## config.mk

```make
export PLATFORM = sky130hd
export DESIGN_NAME = led_diag
export DESIGN_NICKNAME = d
export VERILOG_FILES = /design/src/hw/led_diag_pkg.sv /design/src/hw/event_blinker.sv /design/src/hw/led_diag.sv
export SDC_FILE = /design/constraint.sdc
export NUM_CORES = 1
export LEC_CHECK = 0
export ABC_AREA = 1
export BUFFER_PORTS_ARGS = -buffer_cell sky130_fd_sc_hd__buf_2
export CAP_MARGIN = 20
export CORE_ASPECT_RATIO = 0.9
export CORE_MARGIN = 2
export CORE_UTILIZATION = 45
export CTS_BUF_LIST = sky130_fd_sc_hd__clkbuf_8
export CTS_CLUSTER_SIZE = 16
export DETAILED_ROUTE_END_ITERATION = 10
export PLACE_DENSITY = 0.66
export SYNTH_ARGS = -nofsm -noshare
export SYNTH_HDL_FRONTEND = slang
export SYNTH_SLANG_ARGS = --single-unit
```

## constraint.sdc

```tcl
create_clock -name clk_in -period 2.81 [get_ports clk_in]
set_input_delay 0.1405 -clock clk_in [delete_from_list [all_inputs] [get_ports clk_in]]
set_output_delay 0.1405 -clock clk_in [all_outputs]
set_load 0.01 [all_outputs]
```

## src/hw/led_diag_pkg.sv

```systemverilog
// Purpose: Shared constants and types for the diagnostic LED block
// Assumes: 10 MHz module clock, 32-bit AHB-Lite register access
// Notes: Blink times are in milliseconds, counts derived from the clock
package led_diag_pkg;

  localparam int CLK_HZ = 10_000_000;
  localparam int MS_DIV = 1000;
  // Fast blink half period and the 1 Hz blink half period
  localparam int FAST_HALF_MS = 100;
  localparam int SLOW_HALF_MS = 500;
  // One visible flash per event: lit time, then dark gap
  localparam int EVENT_ON_MS = 50;
  localparam int EVENT_OFF_MS = 50;
  localparam int FAST_HALF_CYC = CLK_HZ / MS_DIV * FAST_HALF_MS;
  localparam int SLOW_HALF_CYC = CLK_HZ / MS_DIV * SLOW_HALF_MS;
  localparam int EVENT_ON_CYC = CLK_HZ / MS_DIV * EVENT_ON_MS;
  localparam int EVENT_OFF_CYC = CLK_HZ / MS_DIV * EVENT_OFF_MS;
  localparam int CNT_W = 24;
  localparam int PEND_W = 4;

  localparam logic [7:0] CFG_BLOCK_ID = 8'hff;
  localparam int NUM_PORTS = 2;

  // Register byte offsets
  localparam logic [7:0] CTRL_OFF = 8'h00;
  localparam logic [7:0] LED_STATE_OFF = 8'h04;
  localparam logic [7:0] IRQ_STATUS_OFF = 8'h08;
  localparam logic [7:0] IRQ_ENABLE_OFF = 8'h0c;
  localparam logic [7:0] IRQ_CLEAR_OFF = 8'h10;
  localparam int CTRL_COMBINED_BIT = 0;
  localparam logic CTRL_COMBINED_RST = 1'b0;

  // Interrupt status bit positions
  localparam int IRQ_W = 6;
  localparam int IRQ_CFG_BLOCK_BIT = 0;
  localparam int IRQ_CFG_ERR_BIT = 1;
  localparam int IRQ_FAULT_BIT = 2;
  localparam int IRQ_BT_FAIL_BIT = 3;
  localparam int IRQ_PORT_ERR_BIT = 4;
  localparam logic [IRQ_W-1:0] IRQ_RST = 6'h00;
  localparam logic [1:0] HTRANS_NONSEQ = 2'h2;

  typedef struct packed {
    logic bt_ok;
    logic bt_fail;
    logic prog_mode;
    logic diag_fault;
    logic port_cfg_err;
    logic sys_cfg_err;
    logic cfg_block_valid;
    logic [7:0] cfg_block_id;
  } module_status_t;

  typedef struct packed {
    logic tx_byte;
    logic rx_byte;
    logic comm_error;
    logic cts_missing;
    logic slave_fail;
    logic master_recurring;
  } port_status_t;

  typedef struct packed {
    logic activity_led;
    logic fault_led;
    logic config_led;
    logic backplane_fail_led;
    logic port_one_error_led;
    logic port_two_error_led;
    logic port_one_send_led;
    logic port_two_send_led;
    logic port_one_receive_led;
    logic port_two_receive_led;
    logic port_one_traffic_led;
    logic port_two_traffic_led;
  } led_bank_t;

  typedef enum logic [1:0] {
    ACT_NORMAL = 2'b00,
    ACT_PROBLEM = 2'b01,
    ACT_FAIL = 2'b11,
    ACT_PROG = 2'b10
  } act_mode_t;

endpackage

```

## src/hw/event_blinker.sv

```systemverilog
// Purpose: Turns event pulses into visible flashes, one flash per event
// Assumes: Events are one-cycle pulses on the module clock
// Notes: Pending events saturate at the counter limit
`timescale 1ns/1ps
`default_nettype none
module event_blinker #(
  parameter int ON_CYCLES = 16,
  parameter int OFF_CYCLES = 16
) (
  input wire logic clk_in,
  input wire logic rst_in,
  input wire logic event_in,
  output logic led_out
);
  localparam int W = led_diag_pkg::CNT_W;
  localparam int PW = led_diag_pkg::PEND_W;
  logic [W-1:0] cnt_q, cnt_d;
  logic [PW-1:0] pend_q, pend_d;
  logic on_q, on_d, busy_q, busy_d;

  always_comb begin
    cnt_d = cnt_q;
    pend_d = pend_q;
    on_d = on_q;
    busy_d = busy_q;
    if (event_in && pend_q != {PW{1'b1}}) begin
      pend_d = pend_q + PW'(1);
    end
    if (!busy_q) begin
      if (pend_d != '0) begin
        pend_d = pend_d - PW'(1);
        busy_d = 1'b1;
        on_d = 1'b1;
        cnt_d = '0;
      end
    end else if (on_q) begin
      if (cnt_q == W'(ON_CYCLES - 1)) begin
        on_d = 1'b0;
        cnt_d = '0;
      end else begin
        cnt_d = cnt_q + W'(1);
      end
    end else if (cnt_q == W'(OFF_CYCLES - 1)) begin
      busy_d = 1'b0;
      cnt_d = '0;
    end else begin
      cnt_d = cnt_q + W'(1);
    end
  end

  always_ff @(posedge clk_in) begin
    if (rst_in) begin
      cnt_q <= '0;
      pend_q <= '0;
      on_q <= 1'b0;
      busy_q <= 1'b0;
    end else begin
      cnt_q <= cnt_d;
      pend_q <= pend_d;
      on_q <= on_d;
      busy_q <= busy_d;
    end
  end

  assign led_out = on_q;
endmodule // event_blinker
`default_nettype wire

```

## src/hw/led_diag.sv

```systemverilog
// Purpose: Front-panel diagnostic LED driver with AHB-Lite registers
// Assumes: Status inputs synchronous to clk_in; single word transfers
// Notes: Indicator rules below; register map in the package
// Operation
// Activity blinks fast when transfers succeed
// Activity steady on when transfers not established
// Activity blinks once per second in programming mode
// Activity dark while transfer attempts fail
// Fault lamp latches on after diagnostic fault
// Config lamp flashes per configuration block 255
// Config lamp steady on for configuration error
// Config lamp off when idle, no error
// Backplane lamp off during normal transfers
// Backplane lamp on when transfers failed
// Port error lamp off when traffic clean
// Port error lamp blinks on periodic errors
// Port error lamp steady on for hard faults
// Separate send lamp blinks while port sends
// Separate receive lamp blinks while port receives
// Combined traffic lamp blinks on either direction
// Blink patterns come from clock dividers
// Activity priority: programming, fail, problem, normal
`timescale 1ns/1ps
`default_nettype none
module led_diag #(
  parameter int FAST_HALF = led_diag_pkg::FAST_HALF_CYC,
  parameter int SLOW_HALF = led_diag_pkg::SLOW_HALF_CYC,
  parameter int EVENT_ON = led_diag_pkg::EVENT_ON_CYC,
  parameter int EVENT_OFF = led_diag_pkg::EVENT_OFF_CYC
) (
  input wire logic clk_in,
  input wire logic rst_in,
  input wire led_diag_pkg::module_status_t status_in,
  input wire led_diag_pkg::port_status_t port_one_in,
  input wire led_diag_pkg::port_status_t port_two_in,
  input wire logic hsel_in,
  input wire logic [31:0] haddr_in,
  input wire logic [1:0] htrans_in,
  input wire logic hwrite_in,
  input wire logic [2:0] hsize_in,
  input wire logic [31:0] hwdata_in,
  input wire logic hready_in,
  output logic [31:0] hrdata_out,
  output logic hreadyout_out,
  output logic hresp_out,
  output led_diag_pkg::led_bank_t leds_out,
  output logic irq_out
);
  localparam int W = led_diag_pkg::CNT_W;
  localparam int NP = led_diag_pkg::NUM_PORTS;
  localparam int IW = led_diag_pkg::IRQ_W;

  // Blink dividers
  logic [W-1:0] fast_cnt_q, fast_cnt_d, slow_cnt_q, slow_cnt_d;
  logic fast_ph_q, fast_ph_d, slow_ph_q, slow_ph_d;

  always_comb begin
    fast_cnt_d = fast_cnt_q + W'(1);
    fast_ph_d = fast_ph_q;
    slow_cnt_d = slow_cnt_q + W'(1);
    slow_ph_d = slow_ph_q;
    if (fast_cnt_q == W'(FAST_HALF - 1)) begin
      fast_cnt_d = '0;
      fast_ph_d = !fast_ph_q;
    end
    if (slow_cnt_q == W'(SLOW_HALF - 1)) begin
      slow_cnt_d = '0;
      slow_ph_d = !slow_ph_q;
    end
  end

  always_ff @(posedge clk_in) begin
    if (rst_in) begin
      fast_cnt_q <= '0;
      slow_cnt_q <= '0;
      fast_ph_q <= 1'b0;
      slow_ph_q <= 1'b0;
    end else begin
      fast_cnt_q <= fast_cnt_d;
      slow_cnt_q <= slow_cnt_d;
      fast_ph_q <= fast_ph_d;
      slow_ph_q <= slow_ph_d;
    end
  end

  // Per-event flashes
  logic cfg_flash;
  logic [NP-1:0] err_flash, tx_flash, rx_flash, trf_flash;
  led_diag_pkg::port_status_t ports [NP];
  assign ports[0] = port_one_in;
  assign ports[1] = port_two_in;

  event_blinker #(.ON_CYCLES(EVENT_ON), .OFF_CYCLES(EVENT_OFF)) u_cfg (
    .clk_in(clk_in),
    .rst_in(rst_in),
    .event_in(status_in.cfg_block_valid &&
      status_in.cfg_block_id == led_diag_pkg::CFG_BLOCK_ID),
    .led_out(cfg_flash)
  );

  genvar gi;
  generate
    for (gi = 0; gi < NP; gi++) begin : g_port
      event_blinker #(.ON_CYCLES(EVENT_ON), .OFF_CYCLES(EVENT_OFF)) u_err (
        .clk_in(clk_in),
        .rst_in(rst_in),
        .event_in(ports[gi].comm_error),
        .led_out(err_flash[gi])
      );
      event_blinker #(.ON_CYCLES(EVENT_ON), .OFF_CYCLES(EVENT_OFF)) u_tx (
        .clk_in(clk_in),
        .rst_in(rst_in),
        .event_in(ports[gi].tx_byte),
        .led_out(tx_flash[gi])
      );
      event_blinker #(.ON_CYCLES(EVENT_ON), .OFF_CYCLES(EVENT_OFF)) u_rx (
        .clk_in(clk_in),
        .rst_in(rst_in),
        .event_in(ports[gi].rx_byte),
        .led_out(rx_flash[gi])
      );
      event_blinker #(.ON_CYCLES(EVENT_ON), .OFF_CYCLES(EVENT_OFF)) u_trf (
        .clk_in(clk_in),
        .rst_in(rst_in),
        .event_in(ports[gi].tx_byte || ports[gi].rx_byte),
        .led_out(trf_flash[gi])
      );
    end
  endgenerate

  // Indicator state
  led_diag_pkg::act_mode_t mode_q, mode_d;
  led_diag_pkg::led_bank_t led_q, led_d;
  logic fault_q, fault_d, combined_q;
  logic cfg_err;
  logic [NP-1:0] hard_err;

  always_comb begin
    cfg_err = status_in.port_cfg_err || status_in.sys_cfg_err;
    for (int i = 0; i < NP; i++) begin
      hard_err[i] = ports[i].cts_missing || cfg_err ||
        ports[i].slave_fail || ports[i].master_recurring;
    end
    fault_d = fault_q || status_in.diag_fault;
    if (status_in.prog_mode) begin
      mode_d = led_diag_pkg::ACT_PROG;
    end else if (status_in.bt_fail) begin
      mode_d = led_diag_pkg::ACT_FAIL;
    end else if (!status_in.bt_ok) begin
      mode_d = led_diag_pkg::ACT_PROBLEM;
    end else begin
      mode_d = led_diag_pkg::ACT_NORMAL;
    end
    led_d = '0;
    unique case (mode_d)
      led_diag_pkg::ACT_PROG: led_d.activity_led = slow_ph_q;
      led_diag_pkg::ACT_FAIL: led_d.activity_led = 1'b0;
      led_diag_pkg::ACT_PROBLEM: led_d.activity_led = 1'b1;
      led_diag_pkg::ACT_NORMAL: led_d.activity_led = fast_ph_q;
    endcase
    led_d.fault_led = fault_d;
    led_d.config_led = cfg_err || cfg_flash;
    led_d.backplane_fail_led = status_in.bt_fail;
    led_d.port_one_error_led = hard_err[0] || err_flash[0];
    led_d.port_two_error_led = hard_err[1] || err_flash[1];
    led_d.port_one_send_led = !combined_q && tx_flash[0];
    led_d.port_two_send_led = !combined_q && tx_flash[1];
    led_d.port_one_receive_led = !combined_q && rx_flash[0];
    led_d.port_two_receive_led = !combined_q && rx_flash[1];
    led_d.port_one_traffic_led = combined_q && trf_flash[0];
    led_d.port_two_traffic_led = combined_q && trf_flash[1];
  end

  always_ff @(posedge clk_in) begin
    if (rst_in) begin
      mode_q <= led_diag_pkg::ACT_PROBLEM;
      led_q <= '0;
      fault_q <= 1'b0;
    end else begin
      mode_q <= mode_d;
      led_q <= led_d;
      fault_q <= fault_d;
    end
  end

  assign leds_out = led_q;

  // Interrupt events
  logic [IW-1:0] irq_stat_q, irq_stat_d, irq_en_q, irq_en_d, irq_set;
  logic [IW-1:0] irq_clr;
  logic irq_q, irq_d, cfg_err_q, bt_fail_q;

  // AHB-Lite slave state
  logic wr_pend_q, wr_pend_d, rd_pend_q, rd_pend_d, ready_q, ready_d;
  logic [7:0] addr_q, addr_d;
  logic [31:0] rdata_q, rdata_d;
  logic combined_d;
  logic take;

  always_comb begin
    irq_set = '0;
    irq_set[led_diag_pkg::IRQ_CFG_BLOCK_BIT] = status_in.cfg_block_valid &&
      status_in.cfg_block_id == led_diag_pkg::CFG_BLOCK_ID;
    irq_set[led_diag_pkg::IRQ_CFG_ERR_BIT] = cfg_err && !cfg_err_q;
    irq_set[led_diag_pkg::IRQ_FAULT_BIT] = status_in.diag_fault && !fault_q;
    irq_set[led_diag_pkg::IRQ_BT_FAIL_BIT] = status_in.bt_fail && !bt_fail_q;
    irq_set[led_diag_pkg::IRQ_PORT_ERR_BIT] = port_one_in.comm_error;
    irq_set[led_diag_pkg::IRQ_PORT_ERR_BIT + 1] = port_two_in.comm_error;
    take = hsel_in && htrans_in[1] && hready_in;
    wr_pend_d = take && hwrite_in;
    rd_pend_d = take && !hwrite_in;
    addr_d = take ? {haddr_in[7:2], 2'b00} : addr_q;
    ready_d = !rd_pend_d;
    combined_d = combined_q;
    irq_en_d = irq_en_q;
    irq_clr = '0;
    if (wr_pend_q) begin
      unique case (addr_q)
        led_diag_pkg::CTRL_OFF:
          combined_d = hwdata_in[led_diag_pkg::CTRL_COMBINED_BIT];
        led_diag_pkg::IRQ_ENABLE_OFF: irq_en_d = hwdata_in[IW-1:0];
        led_diag_pkg::IRQ_CLEAR_OFF: irq_clr = hwdata_in[IW-1:0];
        default: ;
      endcase
    end
    // Set wins over a clear in the same cycle
    irq_stat_d = (irq_stat_q & ~irq_clr) | irq_set;
    irq_d = |(irq_stat_q & irq_en_q);
    rdata_d = rdata_q;
    if (rd_pend_q) begin
      unique case (addr_q)
        led_diag_pkg::CTRL_OFF: rdata_d = {31'h0, combined_q};
        led_diag_pkg::LED_STATE_OFF: rdata_d = {20'h0, led_q};
        led_diag_pkg::IRQ_STATUS_OFF: rdata_d = {26'h0, irq_stat_q};
        led_diag_pkg::IRQ_ENABLE_OFF: rdata_d = {26'h0, irq_en_q};
        default: rdata_d = 32'h0;
      endcase
    end
  end

  always_ff @(posedge clk_in) begin
    if (rst_in) begin
      wr_pend_q <= 1'b0;
      rd_pend_q <= 1'b0;
      ready_q <= 1'b1;
      addr_q <= 8'h00;
      rdata_q <= 32'h0;
      combined_q <= led_diag_pkg::CTRL_COMBINED_RST;
      irq_en_q <= led_diag_pkg::IRQ_RST;
      irq_stat_q <= led_diag_pkg::IRQ_RST;
      irq_q <= 1'b0;
      cfg_err_q <= 1'b0;
      bt_fail_q <= 1'b0;
    end else begin
      wr_pend_q <= wr_pend_d;
      rd_pend_q <= rd_pend_d;
      ready_q <= ready_d;
      addr_q <= addr_d;
      rdata_q <= rdata_d;
      combined_q <= combined_d;
      irq_en_q <= irq_en_d;
      irq_stat_q <= irq_stat_d;
      irq_q <= irq_d;
      cfg_err_q <= cfg_err;
      bt_fail_q <= status_in.bt_fail;
    end
  end

  assign hrdata_out = rdata_q;
  assign hreadyout_out = ready_q;
  assign hresp_out = 1'b0;
  assign irq_out = irq_q;
endmodule // led_diag
`default_nettype wire

```

==> flow_summary.json, run 1 <==
{
  "outcome": "finished clean",
  "initial_util_pct": 45.5,
  "h_tree_levels": 3,
  "hpwl_dp_um": 38200,
  "antenna_left": 0,
  "fp.dieW_um": 233,
  "hold_path.class": "primary input to register",
  "p_leak_uw": 0.00890,
  "syn_inst": 3254,
  "cts.reportedPaths.clkPinSlew_ns": 0.06,
  "worst-endpoint-arrival_ns": 3.09,
  "drcViolationCount": 0,
  "number_of_cts_inserted_buffers": 67,
  "cts_tree": "done",
  "cts_root_buffer": "sky130_fd_sc_hd__clkbuf_8",
  "instances_no_fill": 4020,
  "max_slew.worst_pin.slew_ns": 1.18,
  "floorplan.core_area_um2": 46500,
  "place_congestion": 0.942,
  "synthesis.area_per_instance_um2": 6.51,
  "routed-wl-met3_um": 3100,
  "grt_max_degree": 205,
  "design.die.area_um2": 48800,
  "period_minus_slack_ns": 2.55,
  "max_used_layer": "met5",
  "clk_path_buf_depth": 3,
  "timing.critical_path.from_type": "register",
  "synth.most_common_cell": "sky130_fd_sc_hd__nand2_1",
  "kind_of_cell_adding_the_most_delay_to_the_critical_path": "simple AND/OR/NAND/NOR gates",
  "detailedRoute.firstPassIterationCount": 5,
  "power.density_cell_area_nw_per_um2": 635,
  "final.period_utilization_pct": 90.9,
  "irDropWorstVdd_v": 0.000310,
  "synth_area_leaders": "sky130_fd_sc_hd__dfxtp_1 35%, sky130_fd_sc_hd__nand2_1 14%, sky130_fd_sc_hd__nand3_1 8.5%, sky130_fd_sc_hd__a21oi_1 6.8%, sky130_fd_sc_hd__inv_1 6.6%",
  "critPathCaptureType": "register",
  "synth.ff_latch_count": 368,
  "criticalPathCategory": "register to register",
  "wl_met2_um": 24200,
  "ys_warn_count": 0,
  "max_slew_margin_pct": 21.6,
  "detail_route.wirelength.met1_um": 26000,
  "dieHeight_um": 210,
  "final-seq-area_um2": 7370,
  "max_stage_delay_ns": 0.41,
  "grt_pass1_vias": 19800,
  "postSynth.asyncResetShare_pct": 0,
  "fraction_of_final_layout_cells_with_drive_strength_greater_than_1_pct": 9.53,
  "most_area_hungry_cell_type_in_the_yosys_netlist": "sky130_fd_sc_hd__dfxtp_1",
  "nFillCells": 4684,
  "slew_violations": 0,
  "antenna_found_initial": 5,
  "synth_enable_flop_cells": 0,
  "vias_after_detailed_routing": 21300,
  "setup_total_negative_slack_ns": 0,
  "hold_viol_final": 0,
  "cap_viol_max_count": 0,
  "postSynth.topFlopCell": "sky130_fd_sc_hd__dfxtp_1",
  "post_synth_instance_area_um2": 21200,
  "critical_path.max_fanout": 18,
  "finalSetupViolCount": 0,
  "ys_seq_area_share_pct": 34.8,
  "cp_max_delay_cell": "sky130_fd_sc_hd__nor2_4",
  "fin_worst_skew_ns": 0.0275,
  "area.growth.synth_to_final_pct": 12.0,
  "overflow": 0,
  "grt_first_pass_wirelength_um": 91500,
  "max_freq_mhz": 392,
  "clk-insertion-delay-late_ns": 0.65,
  "worst-path-buf-inv": 1,
  "path_cells": "ha_1 -> nand3_1 -> nand4_2 -> nand2_1 -> o21ai_0 -> inv_1 -> ha_1 -> nand3_2 -> nor2_4 -> nand2_2 -> nand2_1 -> nor2_1",
  "total_of_buffers_placed_on_input_and_output_ports": 70,
  "grt_util_all_layers_pct": 22.1,
  "placedCellCount": 3866,
  "rsz0062_at_grt": "no",
  "fin_nets": 3479,
  "synth_common_cells": "794 x sky130_fd_sc_hd__nand2_1, 374 x sky130_fd_sc_hd__inv_1, 368 x sky130_fd_sc_hd__dfxtp_1",
  "design.portCount": 148,
  "drt_first_iter_violations": 1441,
  "postRouteWirelength_um": 54600,
  "drt-vias-per-instance": 5.31,
  "numClockSinks": 368,
  "floorplan.rows": 75,
  "cp_data_required_time_ns": 3.34,
  "count_of_cell_types_in_the_netlist": 62,
  "synth_top_area_share_pct": 34.8,
  "multi_input_comb_area_um2": 11800,
  "wl_per_cell_um": 13.6
}
==> sequential cells by signal, indices dropped and copies added, names as in the netlist, 4 cells and up <==
signal,count
fast_cnt_q,24
g_port.u_err.pend_q,8
g_port.u_tx.pend_q,8
g_port.u_err.cnt_q,48
g_port.u_trf.cnt_q,48
leds_out,10
g_port.u_rx.cnt_q,48
u_cfg.pend_q,4
addr_q,6
g_port.u_rx.pend_q,8
g_port.u_tx.cnt_q,48
u_cfg.cnt_q,24
hrdata_out,12
irq_stat_q,6
slow_cnt_q,24
irq_en_q,6
g_port.u_trf.pend_q,8
==> cell usage in the layout, fill, tap and decap left out, types with 21 or more instances in the layout <==
cell type,Yosys,routed
sky130_fd_sc_hd__inv_1,374,385
sky130_fd_sc_hd__ha_1,29,29
sky130_fd_sc_hd__buf_2,23,69
sky130_fd_sc_hd__conb_1,1,21
sky130_fd_sc_hd__dlygate4sd3_1,0,30
sky130_fd_sc_hd__nor2_1,315,315
sky130_fd_sc_hd__clkbuf_8,0,84
sky130_fd_sc_hd__nand2_1,794,794
sky130_fd_sc_hd__nand4_1,105,105
sky130_fd_sc_hd__o21ai_0,156,156
sky130_fd_sc_hd__nor3_1,90,90
sky130_fd_sc_hd__a21oi_1,289,289
sky130_fd_sc_hd__nand3_1,361,361
sky130_fd_sc_hd__dfxtp_1,368,368
==> per-stage QoR <==
stage	hold WS, ns	worst slack [ns]	cell area [um^2]	power, uW	util (%)
2_1_floorplan	0.233	0.801	21300	8720	-
3_3_place_gp	0.349	0.337	21900	9250	47.0
3_5_place_dp	0.351	0.272	21900	9380	47.0
4_1_cts	0.0537	0.265	23700	15200	50.9
5_1_grt	0.0958	0.0480	23700	15900	50.9
6_report	0.0762	0.256	23700	15100	51.0
==> routing by layer <==
metal | vias to the layer above | global-route usage [%]
met2 | 514 | 35.2
met3 | 108 | 4.67
met5 | - | 0
li1 | 10900 | -
met4 | 6 | 6.85
met1 | 9785 | 29.9
==> kinds of logic (layout without fill, tap and decap cells) <==
logic type               Yosys count  after routing  synth area share (%)
other                              1             25                0.0177
AND/OR/NAND/NOR                 1789           1789                  38.1
flip-flops                       368            368                  34.8
XOR/XNOR                          40             40                  1.69
buffers and inverters            501            627                  10.1
AO/OA/AOI/OAI                    526            526                  13.6
adder cells (fa/ha/maj)           29             29                  1.71
==> power breakdown <==
part	leakage, uW	switching, uW	internal [uW]
sequential	0.00299	421	5620
combinational	0.00509	2230	1060
clock	0.000819	2370	3360
==> worst min-delay path, delay by kind of cell <==
kind / cells / cell delay [ns]
buffers and inverters: 2 / 0.29
AO/OA/AOI/OAI: 1 / 0.20
==> layout make-up <==
cell class	instances	share of cell area, %
Antenna cell	4	0.0422
Clock buffer	84	4.87
Clock inverter	36	1.51
Inverter	389	6.16
Multi-Input combinational cell	2405	49.6
Sequential cell	368	31.1
Tap cell	616	3.25
Timing Repair Buffer	118	3.50
==> repair_timing <==
item,4_1_cts,5_1_grt
resized for setup,0,0
hold buffers,30,0
buffers inserted,0,0
hold endpoints to repair,28,0
==> path summary, 6_finish.rpt <==
path,cells past startpoint,slack [ns],endpoint,start
max,12,0.26,u_cfg.pend_q[3],u_cfg.pend_q[0]
min,3,0.08,g_port[1].u_err.cnt_q[19],rst_in
max reg2reg,12,0.26,u_cfg.pend_q[3],u_cfg.pend_q[0]
min reg2reg,2,0.45,leds_out[1],g_port[0].u_trf.led_out
Power figures use the tool's default switching activity.
==> inputs of run 2 (changes only) <==
Settings changed: PLACE_DENSITY 0.66 to 0.69.
Clock period 2.81 ns to 2.24 ns, I/O delays scaled along.
==> run 2 against run 1 <==
  * Sequential cell count is the same
  * Critical path type unchanged
  * Register-to-register slack got worse by 0.07 ns
  * Sequential power increased by 24%
  * Critical path depth shrank 2
  * Largest power group unchanged
  * Via count decreased by 1.5%
  * Utilization grew 1.2 points
==> flow_summary.json, run 2 (synthesized netlist as in run 1, its figures left out) <==
{
  "outcome": "finished clean",
  "cap_viol_max_count": 0,
  "fin_worst_skew_ns": 0.0343,
  "total_of_buffers_placed_on_input_and_output_ports": 70,
  "nFillCells": 4690,
  "drt_first_iter_violations": 1638,
  "timing.critical_path.to": "g_port[1].u_tx.cnt_q[20]",
  "setup_total_negative_slack_ns": 0,
  "postRouteWirelength_um": 53100,
  "total_power_uw": 19200,
  "p_leak_uw": 0.00919,
  "floorplan.rows": 75,
  "irDropWorstVdd_v": 0.000451,
  "place_congestion": 0.950,
  "critPathCaptureType": "register",
  "fin_nets": 3540,
  "critical_path.max_fanout": 23,
  "h_tree_levels": 3,
  "antenna_left": 0,
  "grt_pass1_vias": 18900,
  "clk-insertion-delay-late_ns": 0.65,
  "path_cells": "ha_1 -> nand3_1 -> nand2_2 -> xor2_2 -> ha_2 -> nand4_4 -> nor2_4 -> buf_12 -> nand2_1 -> a21oi_1",
  "worst-endpoint-arrival_ns": 2.60,
  "number_of_cts_inserted_buffers": 68,
  "max_stage_delay_ns": 0.37,
  "design.die.area_um2": 48800,
  "cts_tree": "done",
  "max_slew_margin_pct": 46.8,
  "max_slew.worst_pin.slew_ns": 0.798,
  "period_minus_slack_ns": 2.05,
  "area.growth.synth_to_final_pct": 14.6,
  "fp.dieW_um": 233,
  "clk_path_buf_depth": 3,
  "worst-r2r-setup-slack_ns": 0.19,
  "hp-start": "port_two_in[5]",
  "cp.depth": 10,
  "power.density_cell_area_nw_per_um2": 791,
  "worstRegToRegCells": 10,
  "fraction_of_final_layout_cells_with_drive_strength_greater_than_1_pct": 11.5,
  "detailedRoute.firstPassIterationCount": 6,
  "cts_root_buffer": "sky130_fd_sc_hd__clkbuf_8",
  "criticalPathCategory": "register to register",
  "hold_path.class": "primary input to register",
  "mostFrequentLayoutCell": "sky130_fd_sc_hd__nand2_1",
  "hold_viol_final": 0,
  "max_freq_mhz": 487,
  "wl_per_cell_um": 13.0,
  "rr_startpoint": "g_port[1].u_tx.pend_q[0]",
  "placedCellCount": 3915,
  "layout_common_cells": "793 x sky130_fd_sc_hd__nand2_1, 387 x sky130_fd_sc_hd__inv_1, 364 x sky130_fd_sc_hd__dfxtp_1",
  "design.portCount": 148,
  "vias_after_detailed_routing": 21000,
  "grt_first_pass_wirelength_um": 88800,
  "reg2reg_to": "g_port[1].u_tx.cnt_q[20]",
  "timing.critical_path.from_type": "register",
  "cp_max_delay_cell": "sky130_fd_sc_hd__dfxtp_2",
  "grt_util_all_layers_pct": 21.5,
  "finalSetupViolCount": 0,
  "kind_of_cell_adding_the_most_delay_to_the_critical_path": "simple AND/OR/NAND/NOR gates",
  "hpwl_dp_um": 37600,
  "worst-path-buf-inv": 1,
  "drcViolationCount": 0,
  "dieHeight_um": 210,
  "overflow": 0,
  "floorplan.core_area_um2": 46500,
  "instances_no_fill": 4075,
  "slew_violations": 0,
  "cts.reportedPaths.clkPinSlew_ns": 0.06,
  "antenna_found_initial": 2,
  "final.period_utilization_pct": 91.7,
  "grt_max_degree": 97,
  "numClockSinks": 368,
  "cp_data_required_time_ns": 2.79,
  "launch_point_of_the_critical_path": "g_port[1].u_tx.pend_q[0]",
  "drt-vias-per-instance": 5.15,
  "initial_util_pct": 45.5
}
run 2: changes by cell type in the layout (fill, tap and decap cells not counted), sizes merged, moves of 2 or more:
cell	delta
buf	+54
bufinv	-2
clkbuf	-4
diode	-3
dlygate4sd3	+6
inv	+6
run 2: worst min path at each step:
stage	endpoint	depth (start not counted)	slack, ns
detailed placement	rd_pend_q	2	0.31
global route	g_port[0].u_tx.pend_q[1]	5	0.06
floorplan	rd_pend_q	1	0.20
global placement	rd_pend_q	2	0.30
finish	g_port[1].u_tx.pend_q[1]	4	0.04
CTS	g_port[1].u_tx.pend_q[1]	5	0.03
run 2: repair_timing:
| item | 4_1_cts | 5_1_grt |
|---|---|---|
| hold buffers | 36 | 0 |
| setup buffers | 0 | 5 |
| setup endpoints to repair | 0 | 151 |
| gates resized for setup | 0 | 32 |
| endpoints found under the hold margin | 41 | 0 |
run 2: cell type report:
| class | count | area, um^2 | area share (%) |
|---|---|---|---|
| antenna | 1 | 2.50 | 0.0103 |
| clock buffer | 80 | 1100 | 4.53 |
| clock inverter | 38 | 334 | 1.38 |
| inverter | 389 | 1460 | 6.02 |
| multi-input combinational | 2405 | 11900 | 48.8 |
| sequential | 368 | 7370 | 30.4 |
| tap | 616 | 771 | 3.17 |
| timing repair buffer | 178 | 1390 | 5.72 |
run 2: report_power, final:
part / internal (uW) / leakage, uW / switching (uW)
combinational: 1900 / 0.00541 / 2970
clock: 3870 / 0.000789 / 2980
sequential: 7060 / 0.00299 / 454
total: 12800 / 0.00919 / 6400
run 2: worst register-to-register path: stages, from the launching register on:
cell and delay (ns):
sky130_fd_sc_hd__dfxtp_2 0.37, sky130_fd_sc_hd__ha_1 0.21, sky130_fd_sc_hd__nand3_1 0.10, sky130_fd_sc_hd__nand2_2 0.16, sky130_fd_sc_hd__xor2_2 0.23, sky130_fd_sc_hd__ha_2 0.25
sky130_fd_sc_hd__nand4_4 0.14, sky130_fd_sc_hd__nor2_4 0.13, sky130_fd_sc_hd__buf_12 0.17, sky130_fd_sc_hd__nand2_1 0.07, sky130_fd_sc_hd__a21oi_1 0.13
run 2: through the flow:
stage | util, % | instance area, um^2 | hold slack (ns) | worst slack (ns)
global route | 52.2 | 24300 | 0.0566 | -0.0266
CTS | 51.9 | 24100 | 0.0344 | 0.0107
finish | 52.2 | 24300 | 0.0448 | 0.186
global placement | 48.0 | 22300 | 0.303 | 0.0715
floorplan | - | 21300 | 0.204 | 0.231
detailed placement | 48.0 | 22300 | 0.312 | 0.0271
run 2: layer usage:
metal  routed length [um]  track usage [%]
met5                    0                0
met4                  987             5.89
met3                 2820             4.44
met2                22600             33.3
met1                26700             30.3
